**src/inc/pa_regs.vh**
```
`ifndef PA_REGS_VH
`define PA_REGS_VH
// Register byte addresses
`define PA_ADDR_W           8
`define PA_OFS_IRQ_EN_TWO   8'h24
`define PA_OFS_IRQ_FLAGS    8'h25
`define PA_OFS_ACC_CTRL     8'h26
`define PA_OFS_ACC_COUNT    8'h27
// Mask and flag bit positions
`define PA_BIT_MAIN_OVF     7
`define PA_BIT_PERIODIC     6
`define PA_BIT_ACC_OVF      5
`define PA_BIT_ACC_EDGE     4
// Control bit positions
`define PA_BIT_ACC_EN       6
`define PA_BIT_ACC_GATED    5
`define PA_BIT_ACC_EDGESEL  4
`define PA_BIT_CAP4_SEL     2
// Reset values
`define PA_RST_IRQ_EN       8'h00
`define PA_RST_FLAGS        4'h0
`define PA_RST_CTRL         8'h00
// Implemented-bit masks
`define PA_MASK_IRQ_EN      8'hF3
`define PA_MASK_CTRL        8'h77
// Timing: periodic base is E/2^12, gated tick is E/64
`define PA_PERIODIC_BASE_W  12
`define PA_PERIODIC_DIV_W   15
`define PA_GATED_DIV        64
`define PA_GATED_DIV_W      6
`endif

```
**src/core/pa_core.v**
```verilog
// Overview of operation
// RULE1 - Mask bits 7..4 pair with flag bits 7..4 and gate their requests.
// RULE2 - Periodic interrupt requested when periodic flag set and its enable is one.
// RULE3 - Flag register write clears flags written one, keeps others.
// RULE4 - Main overflow flag set when main timer wraps from all ones to zero.
// RULE5 - Periodic flag set at close of every periodic interval.
// RULE6 - Periodic interval derived from free E/4096 tick, independent of main prescaler.
// RULE7 - Rate select picks 2^12, 2^13, 2^14 or 2^15 E cycles.
// RULE8 - Divider runs freely, times from previous timeout, full interval before first flag.
// RULE9 - Unimplemented bits read zero: flag bits 3..0, control bits 7 and 3.
// RULE10 - Accumulator enable bit turns the pulse accumulator on or off.
// RULE11 - Gated select one picks gated time mode, zero picks event counting.
// RULE12 - Edge select: falling/rising in event mode; low/high inhibits in gated mode.
// RULE13 - Gated mode counts E/64 ticks only while pin is at active level.
// RULE14 - External pin source must not toggle faster than half the E rate.
// RULE15 - Count readable and writable any time; reset leaves it untouched.
// RULE16 - Increments never collide with a software read of the count.
// RULE17 - Accumulator overflow flag set on wrap FF to 00, cleared by writing bit 5.
// RULE18 - Overflow enable only gates request; a flag setting raises a request only while enabled.
// RULE19 - Edge flag set on each selected pin edge, cleared by writing bit 4.
// RULE20 - Edge enable only gates request; flag set and clear unaffected.
// RULE21 - Service software must clear serviced flag by writing one before returning.
// RULE22 - Control bit 2 picks capture four when one, compare five when zero.
// RULE23 - Disabled accumulator neither counts nor sets flags from pin; writes still work.
// RULE24 - Each source request is its flag ANDed with its mask, held as a level.
//
// The address-and-strobe port was left to the implementer.
`timescale 1ns/10ps
`include "pa_regs.vh"
module pa_core
(
  input  wire        clk,
  input  wire        rst_n,
  input  wire [7:0]  addr,
  input  wire [7:0]  wdata,
  input  wire        wr_en,
  input  wire        rd_en,
  output reg  [7:0]  rdata_ff,
  input  wire        acc_input_pin,
  input  wire        main_timer_wrap,
  output reg  [1:0]  main_prescale_sel_ff,
  output reg         capture4_compare5_select_ff,
  output reg         main_overflow_irq_ff,
  output reg         periodic_irq_ff,
  output reg         acc_overflow_irq_ff,
  output reg         acc_edge_irq_ff,
  output reg         periodic_tick_ff
);

  reg  [7:0]                     irq_en_ff;
  reg  [7:4]                     flags_ff;
  reg  [7:0]                     ctrl_ff;
  reg  [7:0]                     acc_count_ff;
  reg  [`PA_PERIODIC_DIV_W-1:0]  per_div_ff;
  reg  [`PA_GATED_DIV_W-1:0]     gate_div_ff;
  reg  [2:0]                     pin_sync_ff;
  reg                            pin_state_ff;
  reg                            per_done_ff;
  reg  [7:4]                     nxt_flags;
  reg  [7:0]                     nxt_acc_count;
  reg  [7:0]                     nxt_rdata;
  reg                            per_hit;
  wire                           wr_irq_en;
  wire                           wr_flags;
  wire                           wr_ctrl;
  wire                           wr_count;
  wire                           acc_en;
  wire                           acc_gated;
  wire                           acc_edgesel;
  wire                           pin_stable;
  wire                           pin_rise;
  wire                           pin_fall;
  wire                           sel_edge;
  wire                           gate_tick;
  wire                           gate_active;
  wire                           acc_inc;
  wire                           acc_wrap;
  wire [1:0]                     rate_sel;
  wire [`PA_PERIODIC_DIV_W-1:0]  per_div_inc;

  // Address decode of the four byte registers
  assign wr_irq_en   = wr_en && (addr == `PA_OFS_IRQ_EN_TWO);
  assign wr_flags    = wr_en && (addr == `PA_OFS_IRQ_FLAGS);
  assign wr_ctrl     = wr_en && (addr == `PA_OFS_ACC_CTRL);
  assign wr_count    = wr_en && (addr == `PA_OFS_ACC_COUNT);
  assign acc_en      = ctrl_ff[`PA_BIT_ACC_EN];
  assign acc_gated   = ctrl_ff[`PA_BIT_ACC_GATED];
  assign acc_edgesel = ctrl_ff[`PA_BIT_ACC_EDGESEL];
  assign rate_sel    = ctrl_ff[1:0];

  // Mask and control registers, unimplemented bits never stored
  always @(posedge clk or negedge rst_n)
  begin
    if (!rst_n)
    begin
      irq_en_ff <= `PA_RST_IRQ_EN;
      ctrl_ff   <= `PA_RST_CTRL;
    end
    else
    begin
      if (wr_irq_en)
        irq_en_ff <= wdata & `PA_MASK_IRQ_EN;
      if (wr_ctrl)
        ctrl_ff <= wdata & `PA_MASK_CTRL;  // [RULE9]
    end
  end

  // Pin synchroniser; a change counts once stages two and three agree
  always @(posedge clk or negedge rst_n)
  begin
    if (!rst_n)
    begin
      pin_sync_ff  <= 3'b000;
      pin_state_ff <= 1'b0;
    end
    else
    begin
      pin_sync_ff <= {pin_sync_ff[1:0], acc_input_pin};
      if (pin_stable)
        pin_state_ff <= pin_sync_ff[2];
    end
  end

  assign pin_stable = (pin_sync_ff[1] == pin_sync_ff[2]);
  // Edges of the filtered level; source rate limited to E/2 outside [RULE14]
  assign pin_rise   = pin_stable && pin_sync_ff[2] && !pin_state_ff;
  assign pin_fall   = pin_stable && !pin_sync_ff[2] && pin_state_ff;
  assign sel_edge   = acc_edgesel ? pin_rise : pin_fall;  // [RULE12]

  // Free-running E/64 tick for gated accumulation
  always @(posedge clk or negedge rst_n)
  begin
    if (!rst_n)
      gate_div_ff <= {`PA_GATED_DIV_W{1'b0}};
    else
      gate_div_ff <= gate_div_ff + {{(`PA_GATED_DIV_W-1){1'b0}}, 1'b1};
  end

  assign gate_tick   = (gate_div_ff == {`PA_GATED_DIV_W{1'b1}});  // [RULE13]
  // Edge select one inhibits on high, zero inhibits on low
  assign gate_active = acc_edgesel ? !pin_state_ff : pin_state_ff;  // [RULE12]
  // Mode choice and enable gate the increment
  assign acc_inc  = acc_en && (acc_gated ? (gate_tick && gate_active) : sel_edge);  // [RULE10] [RULE11] [RULE23]
  assign acc_wrap = acc_inc && !wr_count && (acc_count_ff == 8'hFF);

  // Count next value; a software write takes the cycle over the increment
  always @*
  begin
    nxt_acc_count = acc_count_ff;
    if (wr_count)
      nxt_acc_count = wdata;  // [RULE15] [RULE23]
    else if (acc_inc)
      nxt_acc_count = acc_count_ff + 8'h01;
  end

  // Count has no reset so its contents survive reset
  always @(posedge clk)
  begin
    acc_count_ff <= nxt_acc_count;  // [RULE15] [RULE16]
  end

  // Free-running periodic divider, cleared only by reset
  assign per_div_inc = per_div_ff + {{(`PA_PERIODIC_DIV_W-1){1'b0}}, 1'b1};

  always @*
  begin
    case (rate_sel)
      2'b00:   per_hit = (per_div_ff[`PA_PERIODIC_BASE_W-1:0] == {`PA_PERIODIC_BASE_W{1'b1}});
      2'b01:   per_hit = (per_div_ff[`PA_PERIODIC_BASE_W:0] == {(`PA_PERIODIC_BASE_W+1){1'b1}});
      2'b10:   per_hit = (per_div_ff[`PA_PERIODIC_BASE_W+1:0] == {(`PA_PERIODIC_BASE_W+2){1'b1}});
      default: per_hit = (per_div_ff == {`PA_PERIODIC_DIV_W{1'b1}});
    endcase  // [RULE6] [RULE7]
  end

  always @(posedge clk or negedge rst_n)
  begin
    if (!rst_n)
    begin
      per_div_ff  <= {`PA_PERIODIC_DIV_W{1'b0}};
      per_done_ff <= 1'b0;
    end
    else
    begin
      per_div_ff  <= per_div_inc;  // [RULE8]
      per_done_ff <= per_hit;
    end
  end

  // Flag update: hardware sets win over a same-cycle write-one clear
  always @*
  begin
    nxt_flags = flags_ff;
    if (wr_flags)
      nxt_flags = flags_ff & ~wdata[7:4];  // [RULE3]
    if (main_timer_wrap)
      nxt_flags[`PA_BIT_MAIN_OVF] = 1'b1;  // [RULE4]
    if (per_done_ff)
      nxt_flags[`PA_BIT_PERIODIC] = 1'b1;  // [RULE5] [RULE8]
    if (acc_wrap)
      nxt_flags[`PA_BIT_ACC_OVF] = 1'b1;  // [RULE17]
    if (acc_en && sel_edge)
      nxt_flags[`PA_BIT_ACC_EDGE] = 1'b1;  // [RULE19] [RULE23]
  end

  always @(posedge clk or negedge rst_n)
  begin
    if (!rst_n)
      flags_ff <= `PA_RST_FLAGS;
    else
      flags_ff <= nxt_flags;
  end

  // Level requests: flag AND mask, held until either clears
  always @(posedge clk or negedge rst_n)
  begin
    if (!rst_n)
    begin
      main_overflow_irq_ff <= 1'b0;
      periodic_irq_ff      <= 1'b0;
      acc_overflow_irq_ff  <= 1'b0;
      acc_edge_irq_ff      <= 1'b0;
    end
    else
    begin
      main_overflow_irq_ff <= flags_ff[`PA_BIT_MAIN_OVF] & irq_en_ff[`PA_BIT_MAIN_OVF];  // [RULE1] [RULE24]
      periodic_irq_ff      <= flags_ff[`PA_BIT_PERIODIC] & irq_en_ff[`PA_BIT_PERIODIC];  // [RULE2]
      acc_overflow_irq_ff  <= flags_ff[`PA_BIT_ACC_OVF] & irq_en_ff[`PA_BIT_ACC_OVF];    // [RULE18] [RULE21]
      acc_edge_irq_ff      <= flags_ff[`PA_BIT_ACC_EDGE] & irq_en_ff[`PA_BIT_ACC_EDGE];  // [RULE20] [RULE21]
    end
  end

  // Side outputs for neighbouring timer units
  always @(posedge clk or negedge rst_n)
  begin
    if (!rst_n)
    begin
      main_prescale_sel_ff        <= 2'b00;
      capture4_compare5_select_ff <= 1'b0;
      periodic_tick_ff            <= 1'b0;
    end
    else
    begin
      main_prescale_sel_ff        <= irq_en_ff[1:0];
      capture4_compare5_select_ff <= ctrl_ff[`PA_BIT_CAP4_SEL];  // [RULE22]
      periodic_tick_ff            <= per_hit;
    end
  end

  // Read mux; unmapped addresses read zero
  always @*
  begin
    case (addr)
      `PA_OFS_IRQ_EN_TWO: nxt_rdata = irq_en_ff;
      `PA_OFS_IRQ_FLAGS:  nxt_rdata = {flags_ff, 4'h0};  // [RULE9]
      `PA_OFS_ACC_CTRL:   nxt_rdata = ctrl_ff;
      `PA_OFS_ACC_COUNT:  nxt_rdata = acc_count_ff;     // [RULE15]
      default:            nxt_rdata = 8'h00;
    endcase
  end

  // Read data stands only in the cycle after the strobe
  always @(posedge clk or negedge rst_n)
  begin
    if (!rst_n)
      rdata_ff <= 8'h00;
    else if (rd_en)
      rdata_ff <= nxt_rdata;
    else
      rdata_ff <= 8'h00;
  end

endmodule

```
**config.mk**
```make
export PLATFORM = sky130hd
export DESIGN_NAME = pa_core
export DESIGN_NICKNAME = d
export VERILOG_FILES = /design/src/core/pa_core.v
export VERILOG_INCLUDE_DIRS = /design/src /design/src/inc
export SDC_FILE = /design/constraint.sdc
export NUM_CORES = 1
export LEC_CHECK = 0
export BUFFER_PORTS_ARGS = -buffer_cell sky130_fd_sc_hd__buf_2
export CAP_MARGIN = 10
export CORE_UTILIZATION = 25
export CTS_CLUSTER_DIAMETER = 150
export DETAILED_ROUTE_END_ITERATION = 16
export PLACE_DENSITY = 0.45
export SYNTH_ARGS = -nofsm -noshare
export SYNTH_HDL_FRONTEND = slang
export SYNTH_SLANG_ARGS = --single-unit
```
**constraint.sdc**
```tcl
create_clock -name clk -period 2.9 [get_ports clk]
set_clock_uncertainty 0.05 [all_clocks]
set_input_delay 0.58 -clock clk [delete_from_list [all_inputs] [get_ports clk]]
set_output_delay 0.58 -clock clk [all_outputs]
set_load 0.01 [all_outputs]
```
==> run metrics <==
routed vias 1767; Final Hold Fails 0; fill cell count 1101; Post-synth EDFFs 8; Seq/Total Area, Yosys 0.608; # DRC 0; antenna cells 0; WP data arrival 1.96 ns; YS warnings 0; TritonRoute pass-1 iters 4; leakage power around 1.5 nW; Yosys top cell area share 0.521; Final Power 1.73 mW; Slew @ Worst Pin 0.737 ns; Crit Path Max Fanout 6; top cells by area, synth dfrtp_1 52%, edfxtp_1 8.8%, mux2_2 5.8%; H-tree levels 3; Period minus WS final 1.79 ns; period utilization 0.616; vias per cell 4.33; CTS root buf clkbuf_8; Final Instance Count excl. Fillers 408; dpl cells 392; Clock Latency Late Sink 0.34 ns; max-slew violation total from the final report 0; RSZ-0062 raised after global routing no; TritonCTS Sinks between 60 and 70; Max Freq 0.560 GHz; Syn Std Cell Area 2740 µm²; placed cell areas 3100 µm²; routability-driven placement congestion ratio 0.693; PwrDens 528 nW/µm²; drt first-iter violations 56; total negative slack 0 ns; largest net degree at the start of global routing 58; Die Ht 107 µm; syn_area_per_cell roughly 12 µm²; top_reg_cell synth dfrtp_1; Worst slew margin 0.508; post-synth top area cell dfrtp_1; cts hold-fix bufs 0; io pins 38; top cell family by delay on the critical path simple AND/OR/NAND/NOR gates; FP Rows 37; Mapped Nets between 200 and 250; grt ovf 0; outcome complete, no violations; CTS tree done; Die X 107 µm; IO Port Bufs 37; Starting Density 0.262; fin nets 294; Synth Instances 220; vias in the first global route 1771; Max Cap Viol 0; critical path endpoint category register; Final ANT Viol Nets 0; Final Cell Area between 3000 and 4000 µm²; Netlist cell types 32; type of origin of the critical path input pin; Max clock buf depth 2; core area approximately 10000 µm²; CP max stage cell nor3b_4; CTS clk-pin slew, worst paths around 0.07 ns; post-synthesis async set-or-reset flop share 0.877; Worst EP required 3.07 ns; Routed wire per std cell 13.2 µm; initial antenna violation count 0; setup violators final 0; Total GRT Usage 0.108; Peak VDD IR roughly 0.18 mV; hpwl dp 3.70 mm; #FFs+latches synth 65; Routed WL 5.37 mm; first-pass GRT wire length 9.17 mm; post-cts sizing count 0; CP Cell Sequence buf_2 > and4bb_2 > and3_1 > nor3b_4 > mux2_2; setup bufs post-CTS 0; Worst Path Buf+Inv 1; layout cells sized above 1 0.265; slowest cell delay on critical path 0.39 ns; Area Overhead vs Synth 19.4%; Hold Crit Class input pin to register; CP Class input pin to register; CTS buffer count 9; DIE AREA 11400 µm²
sequential cells by signal, indices dropped and copies added (netlist names), 2 cells and up:
name and flops:
rdata_ff 8, acc_count_ff 8, ctrl_ff 6, main_prescale_sel_ff 2
flags_ff 4, per_div_ff 15, gate_div_ff 6, pin_sync_ff 3
irq_en_ff 6
through the flow:
stage,setup slack (ns),hold WS (ns),util
2_1_floorplan,0.931,0.234,-
3_3_place_gp,0.725,0.289,0.296
3_5_place_dp,0.741,0.289,0.296
4_1_cts,1.10,0.285,0.313
5_1_grt,1.03,0.284,0.313
6_report,1.11,0.298,0.313
layout by cell type (no fill, tap or decap), types with 7 or more instances in the layout:
master    netlist  routed
a21oi_1         8       8
buf_2           1      37
clkbuf_8        0      11
dfrtp_1        57      57
edfxtp_1        8       8
inv_1           7       7
mux2_2         14      14
nand2_1        14      14
nand3_1        14      14
nor2_1         23      23
xnor2_1        17      17
xor2_1          7       7
kinds of logic (layout without fill, tap and decap cells):
| logic type | Yosys count | after routing | share of synthesized area |
|---|---|---|---|
| multiplexers | 19 | 19 | 0.0895 |
| AND/OR/NAND/NOR | 77 | 77 | 0.144 |
| adder cells (fa/ha/maj) | 5 | 5 | 0.0228 |
| buffers and inverters | 10 | 62 | 0.0142 |
| XOR/XNOR | 24 | 24 | 0.0767 |
| AO/OA/AOI/OAI | 20 | 20 | 0.0443 |
| flip-flops | 65 | 65 | 0.608 |
cells in the mapped netlist (3+ instances only):
cell / n
and2_1: 5
ha_1: 5
a21oi_1: 8
xnor2_1: 17
nor2b_1: 4
nand4_1: 5
mux2_2: 14
dfrtp_1: 57
nand3_1: 14
mux4_2: 3
inv_1: 7
nor2_1: 23
o21ai_0: 4
edfxtp_1: 8
xor2_1: 7
and3_1: 5
nand2_1: 14
metal layers:
layer  GRT usage  vias up  wire, µm
met5           0        -         0
met1       0.152      846      2550
li1            -      858         -
met4      0.0411        0        74
met2       0.152       57      2400
met3      0.0371        6       349
final timing paths:
path / startpoint / to / slack, ns / depth (start not counted)
worst max-delay path: addr[4] / irq_en_ff[0] / 1.11 / 5
worst min-delay path: acc_input_pin / pin_sync_ff[0] / 0.30 / 1
worst max register to register: pin_sync_ff[1] / acc_count_ff[2] / 1.17 / 6
worst min register to register: pin_sync_ff[0] / pin_sync_ff[1] / 0.31 / 0
max in group asynchronous: rst_n / ctrl_ff[2] / 1.97 / 2
min in group asynchronous: rst_n / pin_state_ff / 0.34 / 2
area by class of cell:
class | instances | area (µm²) | area share
clock inverter | 3 | 15.0 | 0.00459
tap | 136 | 170 | 0.0520
inverter | 7 | 26.3 | 0.00803
multi-input combinational | 145 | 1030 | 0.316
timing repair buffer | 39 | 200 | 0.0612
sequential | 65 | 1670 | 0.509
clock buffer | 13 | 159 | 0.0486
where the power goes:
| group | switching (mW) | leakage, nW | internal [mW] |
|---|---|---|---|
| clock network | 0.337 | 0.0932 | 0.354 |
| registers | 0.0139 | 0.822 | 0.938 |
| logic | 0.0467 | 0.627 | 0.0380 |
Note: power is estimated with default switching activity, not from simulation.
